**src/inc/rid_map.svh**
```systemverilog
`ifndef RID_MAP_SVH
`define RID_MAP_SVH

`define RID_OFS_CAP        8'h00
`define RID_OFS_CTRL       8'h04
`define RID_OFS_STAT       8'h08

`define RID_CAP_RANGE      0
`define RID_CAP_LARGE      1
`define RID_CAP_BCAST      2
`define RID_STAT_ILL       0
`define RID_STAT_CNT_LO    16
`define RID_CTRL_RESET     3'h7

`define RID_SCALE_HI       25
`define RID_SCALE_LO       20
`define RID_NUM_HI         16
`define RID_NUM_LO         12
`define RID_GRAN_HI        75
`define RID_GRAN_LO        74
`define RID_TTL_HI         73
`define RID_TTL_LO         72
`define RID_WIDE_BIT       71

`define RID_SCALE_MAX      6'h27
`define RID_LIMIT_HI       53'h10000000000000
`define RID_LIMIT_LO       53'h08000000000000

`endif

```
**src/inc/rid_pkg.sv**
```systemverilog
package rid_pkg;

	typedef struct packed {
		logic        bcast;   // arrived by broadcast
		logic        leaf;    // leaf-only scope
		logic [75:0] fields;  // command bits 75:0
		logic [51:0] addr;    // base address bits 63:12
	} rid_cmd_t;

	typedef struct packed {
		logic        valid;
		logic        bcast;
		logic        range_en;
		logic [1:0]  gran;
		logic [1:0]  level;
		logic        wide;
		logic        leaf;
		logic [3:0]  tables;
		logic        skip;
		logic [51:0] start_pg;
		logic [52:0] end_pg;
	} rid_res_t;

endpackage : rid_pkg

```
**src/rtl/rid_decode.sv**
```systemverilog
`timescale 1ns/1ns
`include "rid_map.svh"

module rid_decode #(
	parameter bit HAS_RANGE = 1'b1,
	parameter bit HAS_LARGE = 1'b1,
	parameter bit HAS_BCAST = 1'b1
) (
	input  wire logic              clk,                    // 125 MHz clock
	input  wire logic              rstn,                   // sync reset, low
	input  wire logic              cmd_valid,              // command strobe
	input  wire rid_pkg::rid_cmd_t cmd,                    // command fields
	input  wire logic              sync_req,               // sync command strobe
	input  wire logic [7:0]        reg_addr,               // register byte address
	input  wire logic [31:0]       reg_wdata,              // write data
	input  wire logic              reg_wr,                 // write strobe
	input  wire logic              reg_rd,                 // read strobe
	output logic [31:0]            reg_rdata,              // read data, next cycle
	output rid_pkg::rid_res_t      res,                    // decoded invalidation
	output logic                   illegal_command_error,  // rejected command pulse
	output logic                   sync_done,              // sync completion pulse
	output logic                   range_support_flag      // capability flag
);
	import rid_pkg::*;

	////////////////////////////////////////////////////////////////////////////
	// registers

	logic [2:0]  ctrl;
	logic        ill_sticky;
	logic [15:0] ill_cnt;
	logic [31:0] next_rdata;

	wire [2:0] cap_word = {HAS_BCAST, HAS_LARGE, HAS_RANGE};
	wire       range_on = HAS_RANGE & ctrl[`RID_CAP_RANGE];
	wire       large_on = HAS_LARGE & ctrl[`RID_CAP_LARGE];
	wire       bcast_on = HAS_BCAST & ctrl[`RID_CAP_BCAST];
	wire       sel_cap  = reg_addr == `RID_OFS_CAP;
	wire       sel_ctrl = reg_addr == `RID_OFS_CTRL;
	wire       sel_stat = reg_addr == `RID_OFS_STAT;
	wire       clr_ill  = reg_wr & sel_stat & reg_wdata[`RID_STAT_ILL];

	always_comb
	begin
		next_rdata = 32'h0;
		if (sel_cap)
			next_rdata = {29'h0, cap_word};
		else if (sel_ctrl)
			next_rdata = {29'h0, ctrl};
		else if (sel_stat)
			next_rdata = {ill_cnt, 15'h0, ill_sticky};
	end

	////////////////////////////////////////////////////////////////////////////
	// field decode

	// broadcast ops dropped unless broadcast maintenance enabled
	wire       take     = cmd_valid & (~cmd.bcast | bcast_on);
	// with range support off every range and hint field reads as zero
	wire [1:0] gran     = range_on ? cmd.fields[`RID_GRAN_HI:`RID_GRAN_LO] : 2'h0;
	wire       gran_set = gran != 2'h0;
	wire [1:0] ttl_raw  = gran_set ? cmd.fields[`RID_TTL_HI:`RID_TTL_LO] : 2'h0;
	// reserved 16KB level-1 hint degrades to any-level
	wire       ttl_deg  = (gran == 2'h2) & ~large_on & (ttl_raw == 2'h1);
	wire [1:0] ttl_eff  = ttl_deg ? 2'h0 : ttl_raw;
	wire       wide     = (ttl_eff != 2'h0) & cmd.fields[`RID_WIDE_BIT];
	wire [5:0] scale_f  = {cmd.fields[`RID_SCALE_HI] & large_on,
	                       cmd.fields[`RID_SCALE_HI-1:`RID_SCALE_LO]};
	wire [5:0] scale_c  = (scale_f > `RID_SCALE_MAX) ? `RID_SCALE_MAX : scale_f;
	wire [5:0] scale    = gran_set ? scale_c : 6'h0;
	wire [4:0] num      = gran_set ? cmd.fields[`RID_NUM_HI:`RID_NUM_LO] : 5'h0;
	wire       illegal  = gran_set & (num == 5'h0) & (scale == 6'h0)
	                      & (ttl_eff == 2'h0);

	////////////////////////////////////////////////////////////////////////////
	// span arithmetic in 4KB page units, 53 bits so nothing overflows

	wire [2:0]  gshift  = (gran == 2'h3) ? 3'h4 : (gran == 2'h2) ? 3'h2 : 3'h0;
	wire [5:0]  sh      = scale + {3'h0, gshift};
	wire [5:0]  num_p1  = {1'b0, num} + 6'h1;
	wire [52:0] span_pg = {47'h0, num_p1} << sh;
	wire [52:0] end_raw = {1'b0, cmd.addr} + (gran_set ? span_pg : 53'h1);
	// clip at the top of the base address half, no wrap
	wire [52:0] limit   = cmd.addr[51] ? `RID_LIMIT_HI : `RID_LIMIT_LO;
	wire [52:0] end_pg  = (end_raw > limit) ? limit : end_raw;

	////////////////////////////////////////////////////////////////////////////
	// alignment and table levels

	function automatic logic [5:0] wide_low_bits(input logic [1:0] g, input logic [1:0] l);
		logic [5:0] n;
		n = 6'h0;
		unique case ({g, l})
			4'b0101: n = 6'd16;
			4'b0110: n = 6'd8;
			4'b1001: n = 6'd22;
			4'b1010: n = 6'd12;
			4'b1011: n = 6'd2;
			4'b1101: n = 6'd28;
			4'b1110: n = 6'd16;
			4'b1111: n = 6'd4;
			default: n = 6'h0;
		endcase
		return n;
	endfunction : wide_low_bits

	wire [5:0]  low_n   = wide_low_bits(gran, ttl_eff);
	wire [51:0] low_msk = ~({52{1'b1}} << low_n);
	// misaligned base on 128-bit descriptors: allowed to do nothing
	wire        skip    = wide & ((cmd.addr & low_msk) != 52'h0);
	wire [3:0]  tables  = (cmd.leaf | (ttl_eff == 2'h0)) ? 4'h0
	                      : ~(4'hf << ttl_eff);

	rid_res_t next_res;

	always_comb
	begin
		next_res          = '0;
		next_res.valid    = take & ~illegal;
		next_res.bcast    = cmd.bcast;
		next_res.range_en = gran_set;
		next_res.gran     = gran;
		next_res.level    = ttl_eff;
		next_res.wide     = wide;
		next_res.leaf     = cmd.leaf;
		next_res.tables   = tables;
		next_res.skip     = skip;
		next_res.start_pg = cmd.addr;
		next_res.end_pg   = end_pg;
	end

	wire ill_set = take & illegal;

	////////////////////////////////////////////////////////////////////////////
	// state

	// control register, reset enables every feature the build has
	always_ff @(posedge clk)
	begin
		if (!rstn)
			ctrl <= `RID_CTRL_RESET;
		else if (reg_wr & sel_ctrl)
			ctrl <= reg_wdata[2:0];
	end

	// sticky flag: a new rejection wins over a clear in the same cycle
	always_ff @(posedge clk)
	begin
		if (!rstn)
		begin
			ill_sticky <= 1'b0;
			ill_cnt    <= 16'h0;
		end
		else
		begin
			ill_sticky <= ill_set | (ill_sticky & ~clr_ill);
			ill_cnt    <= ill_cnt + {15'h0, ill_set};
		end
	end

	// read data stands for one cycle only
	always_ff @(posedge clk)
	begin
		if (!rstn)
			reg_rdata <= 32'h0;
		else
			reg_rdata <= reg_rd ? next_rdata : 32'h0;
	end

	always_ff @(posedge clk)
	begin
		if (!rstn)
		begin
			res                   <= '0;
			illegal_command_error <= 1'b0;
		end
		else
		begin
			res                   <= next_res;
			illegal_command_error <= ill_set;
		end
	end

	always_ff @(posedge clk)
	begin
		if (!rstn)
		begin
			sync_done          <= 1'b0;
			range_support_flag <= 1'b0;
		end
		else
		begin
			// one-stage pipe: earlier results leave no later than this pulse
			sync_done          <= sync_req;
			range_support_flag <= HAS_RANGE;
		end
	end
endmodule : rid_decode

```
**config.mk**
```make
export PLATFORM = sky130hd
export DESIGN_NAME = rid_decode
export DESIGN_NICKNAME = d
export VERILOG_FILES = /design/src/inc/rid_pkg.sv /design/src/rtl/rid_decode.sv
export VERILOG_INCLUDE_DIRS = /design/src /design/src/inc
export SDC_FILE = /design/constraint.sdc
export NUM_CORES = 1
export LEC_CHECK = 0
export ABC_CLOCK_PERIOD_IN_PS = 8300
export BUFFER_PORTS_ARGS = -buffer_cell sky130_fd_sc_hd__buf_2
export CORE_MARGIN = 8
export CORE_UTILIZATION = 25
export DETAILED_ROUTE_END_ITERATION = 12
export GPL_TIMING_DRIVEN = 0
export HOLD_SLACK_MARGIN = 0.05
export SYNTH_ARGS = -nofsm -noshare
export SYNTH_HDL_FRONTEND = slang
export SYNTH_SLANG_ARGS = --single-unit
```
**constraint.sdc**
```tcl
create_clock -name clk -period 8.3 [get_ports clk]
set_input_delay 1.66 -clock clk [delete_from_list [all_inputs] [get_ports clk]]
set_output_delay 1.66 -clock clk [all_outputs]
set_load 0.05 [all_outputs]
```
; ---- Yosys cells after proc, flatten, opt, wreduce, memory -nomap -nowiden
; Memories as Yosys holds them, arrays and structs flattened.
; Cells that the tools add are included.
[op_classes]
reduce_logical = 11
addsub = 4
n_mux = 15
n_lt_le_gt_ge = 2
bitwise_logic = 28
n_shift = 3
n_eq_ne = 5
[op_table]
columns = operator, n
row1 = $mux W53, 3
row2 = $add A52 B53 Y53, 1
row3 = $gt A53 B53 Y1, 1
row4 = $shl A6 B6 Y53, 1
row5 = $and A52 B52 Y52, 1
row6 = $not A52 Y52, 1
row7 = $reduce_bool A52 Y1, 1
row8 = $shl A52 B6 Y52 const A, 1
row9 = $add A16 B1 Y16, 1
row10 = $and A1 B1 Y1, 15
row11 = $mux W6, 2
row12 = $mux W3, 3
row13 = $eq A8 B3 Y1 const B, 1
row14 = $eq A8 B4 Y1 const B, 1
row15 = $logic_not A8 Y1, 1
row16 = $mux W2, 4
row17 = $not A1 Y1, 7
row18 = $add A5 B1 Y6 const B, 1
row19 = $add A6 B3 Y6, 1
row20 = $gt A6 B6 Y1 const B, 1
row21 = $logic_not A6 Y1, 1
row22 = $logic_not A5 Y1, 1
row23 = $mux W5, 1
row24 = $reduce_or A5 Y1, 1
row25 = 11 further kinds, 16
[word_totals]
regBits = 174
mem_count = 1
elab_cells = 89
out_inout_bits = 154
rom_bits = 64
[memory_table]
columns = memory, depth, word_bits, read_ports, rd_clocked_by_memory_dff, wr, line_no
row1 = (name not given), 16, 4, 1, 0, 0, rid_decode.sv:93  ; unique case ({g, l})

; ---- Logic depth before layout (Yosys ltp)
; An unclocked memory read counts as a cell.
[logic_depth]
depth_word = 12
depth_mapped = 39
depth_no_buf = 37

; ---- Worst setup path before layout
; No wires, ideal clock.
[synth_path]
path_kind = input-to-reg
from = in cmd[77] in the netlist's numbering
to = reg res[36] in the netlist's numbering
required_time_ns = 8.239
path_slack_ns = 0.011
path_stages = 34
setup_time_ns = 0.061
t_arrival_ns = 8.229
path_buffers = 3
path_cell_list = nand2_1 -> nor2_1 -> nor2_1 -> nor2_1 -> ha_1 -> inv_1 -> fa_1 -> xor2_1 -> clkbuf_1 -> nor3_1 -> a31oi_1 -> nor2_1 -> ha_1 -> clkbuf_1 -> a21oi_1 -> a21oi_1 -> a211o_1 -> a211o_1 -> o311a_1 -> o2111ai_1 -> a31oi_1 -> nand4b_1 -> ha_1 -> nor4bb_1 -> nand2_1 -> nor3_1 -> nand4_1 -> nand4b_1 -> nor4_1 -> nand4_1 -> nor4_2 -> a21o_2 -> buf_6 -> and4_1
[synth_between]
elab_chain_len = 10
[synth_rtl]
columns = item, line_no
row1 = start: declaration, rid_decode.sv:12  ; input wire rid_pkg::rid_cmd_t cmd,
row2 = $and A1 B1 Y1 (*), rid_decode.sv:67  ; wire [5:0] scale_f = {cmd.fields[`RID_SCALE_HI] & large_on,
row3 = $gt A6 B6 Y1 (no line), -
row4 = $mux W6 (*), rid_decode.sv:69  ; wire [5:0] scale_c = (scale_f > `RID_SCALE_MAX) ? `RID_SCALE_MAX : scale_f;
row5 = $mux W6 (*), rid_decode.sv:70  ; wire [5:0] scale = gran_set ? scale_c : 6'h0;
row6 = $add A6 B3 Y6 (*), rid_decode.sv:79  ; wire [5:0] sh = scale + {3'h0, gshift};
row7 = $shl A6 B6 Y53 (*), rid_decode.sv:81  ; wire [52:0] span_pg = {47'h0, num_p1} << sh;
row8 = $mux W53 (*), rid_decode.sv:82  ; wire [52:0] end_raw = {1'b0, cmd.addr} + (gran_set ? span_pg : 53'h1);
row9 = $add A52 B53 Y53 (*), rid_decode.sv:82
row10 = $gt A53 B53 Y1, rid_decode.sv:85  ; wire [52:0] end_pg = (end_raw > limit) ? limit : end_raw;
row11 = $mux W53 (*), rid_decode.sv:85
row12 = end signal: assignment, rid_decode.sv:179  ; res <= next_res;
row13 = end: declaration, rid_decode.sv:19  ; output rid_pkg::rid_res_t res,
; Every way passes the cells marked *; elsewhere a longest branch is shown, timed or not.
; A chain may end at the register's enable or synchronous reset.

; ---- Final worst setup path
[layout_path]
from = in cmd[126] in the netlist's numbering
to = reg res[30] in the netlist's numbering
[layout_between]
elab_chain_len = 10
elab_cells_between_ends = 15
[layout_rtl]
columns = item, line_no
row1 = $mux W2 (*), rid_decode.sv:60  ; wire [1:0] gran = range_on ? cmd.fields[`RID_GRAN_HI:`RID_GRAN_LO] : 2'h0;
row2 = $eq A2 B2 Y1, rid_decode.sv:78  ; wire [2:0] gshift = (gran == 2'h3) ? 3'h4 : (gran == 2'h2) ? 3'h2 : 3'h0;
row3 = $mux W2, rid_decode.sv:78
row4 = $mux W3, rid_decode.sv:78
row5 = $add A6 B3 Y6, rid_decode.sv:79
row6 = $shl A6 B6 Y53, rid_decode.sv:81
row7 = $mux W53 (*), rid_decode.sv:82
row8 = $add A52 B53 Y53 (*), rid_decode.sv:82
row9 = $gt A53 B53 Y1, rid_decode.sv:85
row10 = $mux W53 (*), rid_decode.sv:85
; Marks and branches as above.

==> results_dict.tcl <==
set metrics [dict create \
    power.density_nw_per_um2 179 \
    nets 1800 \
    critPathSlowestCell "fa_2" \
    routed_via_density 5.05 \
    max_cap_violations 0 \
    initialDrtViolationCount 781 \
    synthFlopType "dfxtp_1" \
    finalWirelength_mm 43.0 \
    path_max_fanout 9 \
    cts_buffers 17 \
    worst_ep_arrival_time_ns 8.85 \
    grt_pass1_vias 10500 \
    syn2layout_area_growth_pct 45.4 \
    fp-row-count 73 \
    yosys.area.top_type_share 0.320 \
    synth.area.top_cells "dfxtp_1 32%, ha_1 8.1%, and2_1 6.5%, nor2_1 4.4%, nand2_1 4.2%" \
    hold_violations 0 \
    ys_warn_count 0 \
    post-route-period-util 1.02 \
    clockRootBuffer "clkbuf_16" \
    fin_ws_ns -0.206 \
    die_w_um 216 \
    core_um2 39600 \
    cp-end-kind "register" \
    clk_latency_ns 0.45 \
    relSlewSlack 0.218 \
    grt_setup_unrepaired "true" \
    track_usage 0.176 \
    synthCells 1203 \
    grt_pass1_wl_mm 63.4 \
    worstHoldStart "ill_cnt[0]$_SDFF_PN0_" \
    postRouteAntennaNets 0 \
    dp_hpwl_mm 33.4 \
    die_y_um 216 \
    clock_path_buffers 2 \
    ir_drop_mv 0.143 \
    outcome "finished, violations left" \
    grt_max_degree 17 \
    pre_cts_ws_ns -2.99 \
    floorplan.io_pins 330 \
    cts_sinks 160 \
    r2r-start "ctrl[0]$_SDFFE_PN1P_" \
    synth_top_cell_by_area "dfxtp_1" \
    ys_types 91 \
    fmax_ghz 0.118 \
    synth-seq-cells 160 \
    io_buffers 226 \
    violations "setup timing" \
    finalSetupViolCount 45 \
    fin_skew_ns 0.0139 \
    p_total_uw 2600 \
    synth_area_um2 10000 \
    seq_area_frac_synth 0.320 \
    dieArea_um2 46600 \
    tns_ns -3.48 \
    crit_type "input pin to register" \
    hold_path_class "register to register" \
    antenna_found_initial 3 \
    critPathRequiredTime_ns 8.65 \
    avgRoutedWirePerCell_um 20.5 \
    power.leakage_uw 0.00648 \
    place_congestion 0.943 \
    cp-startpoint "cmd[126]" \
    utilization 0.367 \
    tightest_slew_ns 1.17 \
    path_clk_slew_ns 0.08 \
    async_flop_share 0 \
    worstSetupStartpointType "input pin" \
    critPathMaxStageDelay_ns 0.54 \
    h-tree-depth 4 \
    holdWs_ns 0.472 \
    vias 10600 \
    drc 0 \
    gr-total-overflow 0 \
    layout-drive-gt1-share 0.386 \
    avgSynthCellArea_um2 8.31 \
    cts_tree "built" \
    slew_violations 0 \
    final.min_clock_period_ns 8.51 \
    synth_edf_count 0 \
    start_util 0.252 \
    first_pass_iters 5 \
]
## registers in the layout, summed over array words and instances (netlist names)
register / cells
ctrl: 3
ill_cnt: 16
ill_sticky: 1
illegal_command_error: 1
range_support_flag: 1
reg_rdata: 19
res: 118
sync_done: 1
## power breakdown
group	switching (uW)	leakage (uW)	internal, uW
Clock	349	0.000296	487
Combinational	605	0.00487	336
Sequential	11.7	0.00132	810
## cells by family after synthesis
family / Yosys count / synth area share
simple gates: 538 / 0.294
compound gates: 295 / 0.207
flops: 160 / 0.320
buf+inv: 89 / 0.0429
fa+ha+maj: 67 / 0.0854
xor+xnor: 40 / 0.0350
mux: 13 / 0.0145
other cells: 1 / 0.000375
## cell usage after synthesis, types with 6 or more instances
library cell  count
a2111oi_0         8
a211oi_1         10
a21boi_0          6
a21o_1           15
a21oi_1          70
a21oi_2           7
and2_1          104
and3_1           33
and4_1           11
buf_2             7
buf_4            15
clkbuf_1         28
dfxtp_1         160
ha_1             65
inv_1            33
mux2i_1          10
nand2_1         113
nand3_1          33
nand4_1          23
nor2_1          116
nor2b_1           6
nor3_1           21
nor3b_1           7
nor3b_2          14
nor4_1           10
o211a_1           7
o21a_1           12
o21ai_0          57
o21ai_1          12
o22ai_1           9
or2_2             6
or3_1            17
xnor2_1          25
xor2_1           15
## cell usage in the layout (no fill, tap or decap), types with 11 or more instances in the layout
| master | Yosys | routed |
|---|---|---|
| a21oi_2 | 7 | 17 |
| xnor2_1 | 25 | 24 |
| nor3_1 | 21 | 17 |
| xor2_1 | 15 | 13 |
| o21ai_0 | 57 | 39 |
| and2_1 | 104 | 99 |
| nor2_1 | 116 | 94 |
| nor3b_2 | 14 | 14 |
| nand4_1 | 23 | 23 |
| ha_2 | 0 | 11 |
| nand2_1 | 113 | 97 |
| a21o_1 | 15 | 15 |
| o21a_1 | 12 | 11 |
| ha_4 | 0 | 14 |
| dfxtp_1 | 160 | 160 |
| conb_1 | 1 | 14 |
| clkbuf_16 | 0 | 19 |
| buf_4 | 15 | 102 |
| or3_1 | 17 | 16 |
| ha_1 | 65 | 40 |
| inv_1 | 33 | 29 |
| buf_2 | 7 | 226 |
| o21ai_1 | 12 | 16 |
| a21oi_1 | 70 | 53 |
| clkbuf_1 | 28 | 19 |
| nor2_2 | 0 | 16 |
| and3_1 | 33 | 27 |
| nand3_1 | 33 | 30 |
## worst paths after layout
path	slack, ns	endpoint	cells past startpoint
worst min register to register	0.47	reg_rdata[16]$_SDFF_PP0_	1
worst max-delay path	-0.21	res[30]$_SDFF_PN0_	37
worst max register to register	0.60	res[30]$_SDFF_PN0_	36
worst min-delay path	0.47	reg_rdata[16]$_SDFF_PP0_	1
## layer usage
metal / up-vias / track usage / wire, um
li1: 5044 / - / -
met1: 5044 / 0.225 / 18900
met2: 444 / 0.288 / 20000
met3: 52 / 0.0389 / 3160
met4: 4 / 0.0624 / 959
met5: - / 0 / 23
## per-stage QoR
step | area (um2) | cells
floorplan | 10000 | 1216
global placement | 11800 | 1967
finish | 14500 | 2095
CTS | 14000 | 2071
global route | 14500 | 2094
detailed placement | 11800 | 1967
## critical path, delay by kind of cell
| kind | cells | cell delay, ns |
|---|---|---|
| simple gates | 13 | 2.65 |
| compound gates | 10 | 1.99 |
| fa+ha+maj | 4 | 1.28 |
| buf+inv | 10 | 1.25 |
## what timing repair did
item,CTS,global route
gates cloned,2,1
setup endpoints to repair,53,50
gates resized for setup,218,72
pin swaps,64,31
hold buffers,0,0
setup buffers,74,22
## final cells by class
cell class	instances	area (um2)
Timing Repair Buffer	325	2020
Tap cell	525	657
Multi-Input combinational cell	967	7510
Fill cell	4123	25100
Clock inverter	13	178
Antenna cell	1	2.50
Buffer	53	385
Sequential cell	160	3200
Inverter	33	129
Clock buffer	18	439
(Power assumes the default switching activity.)
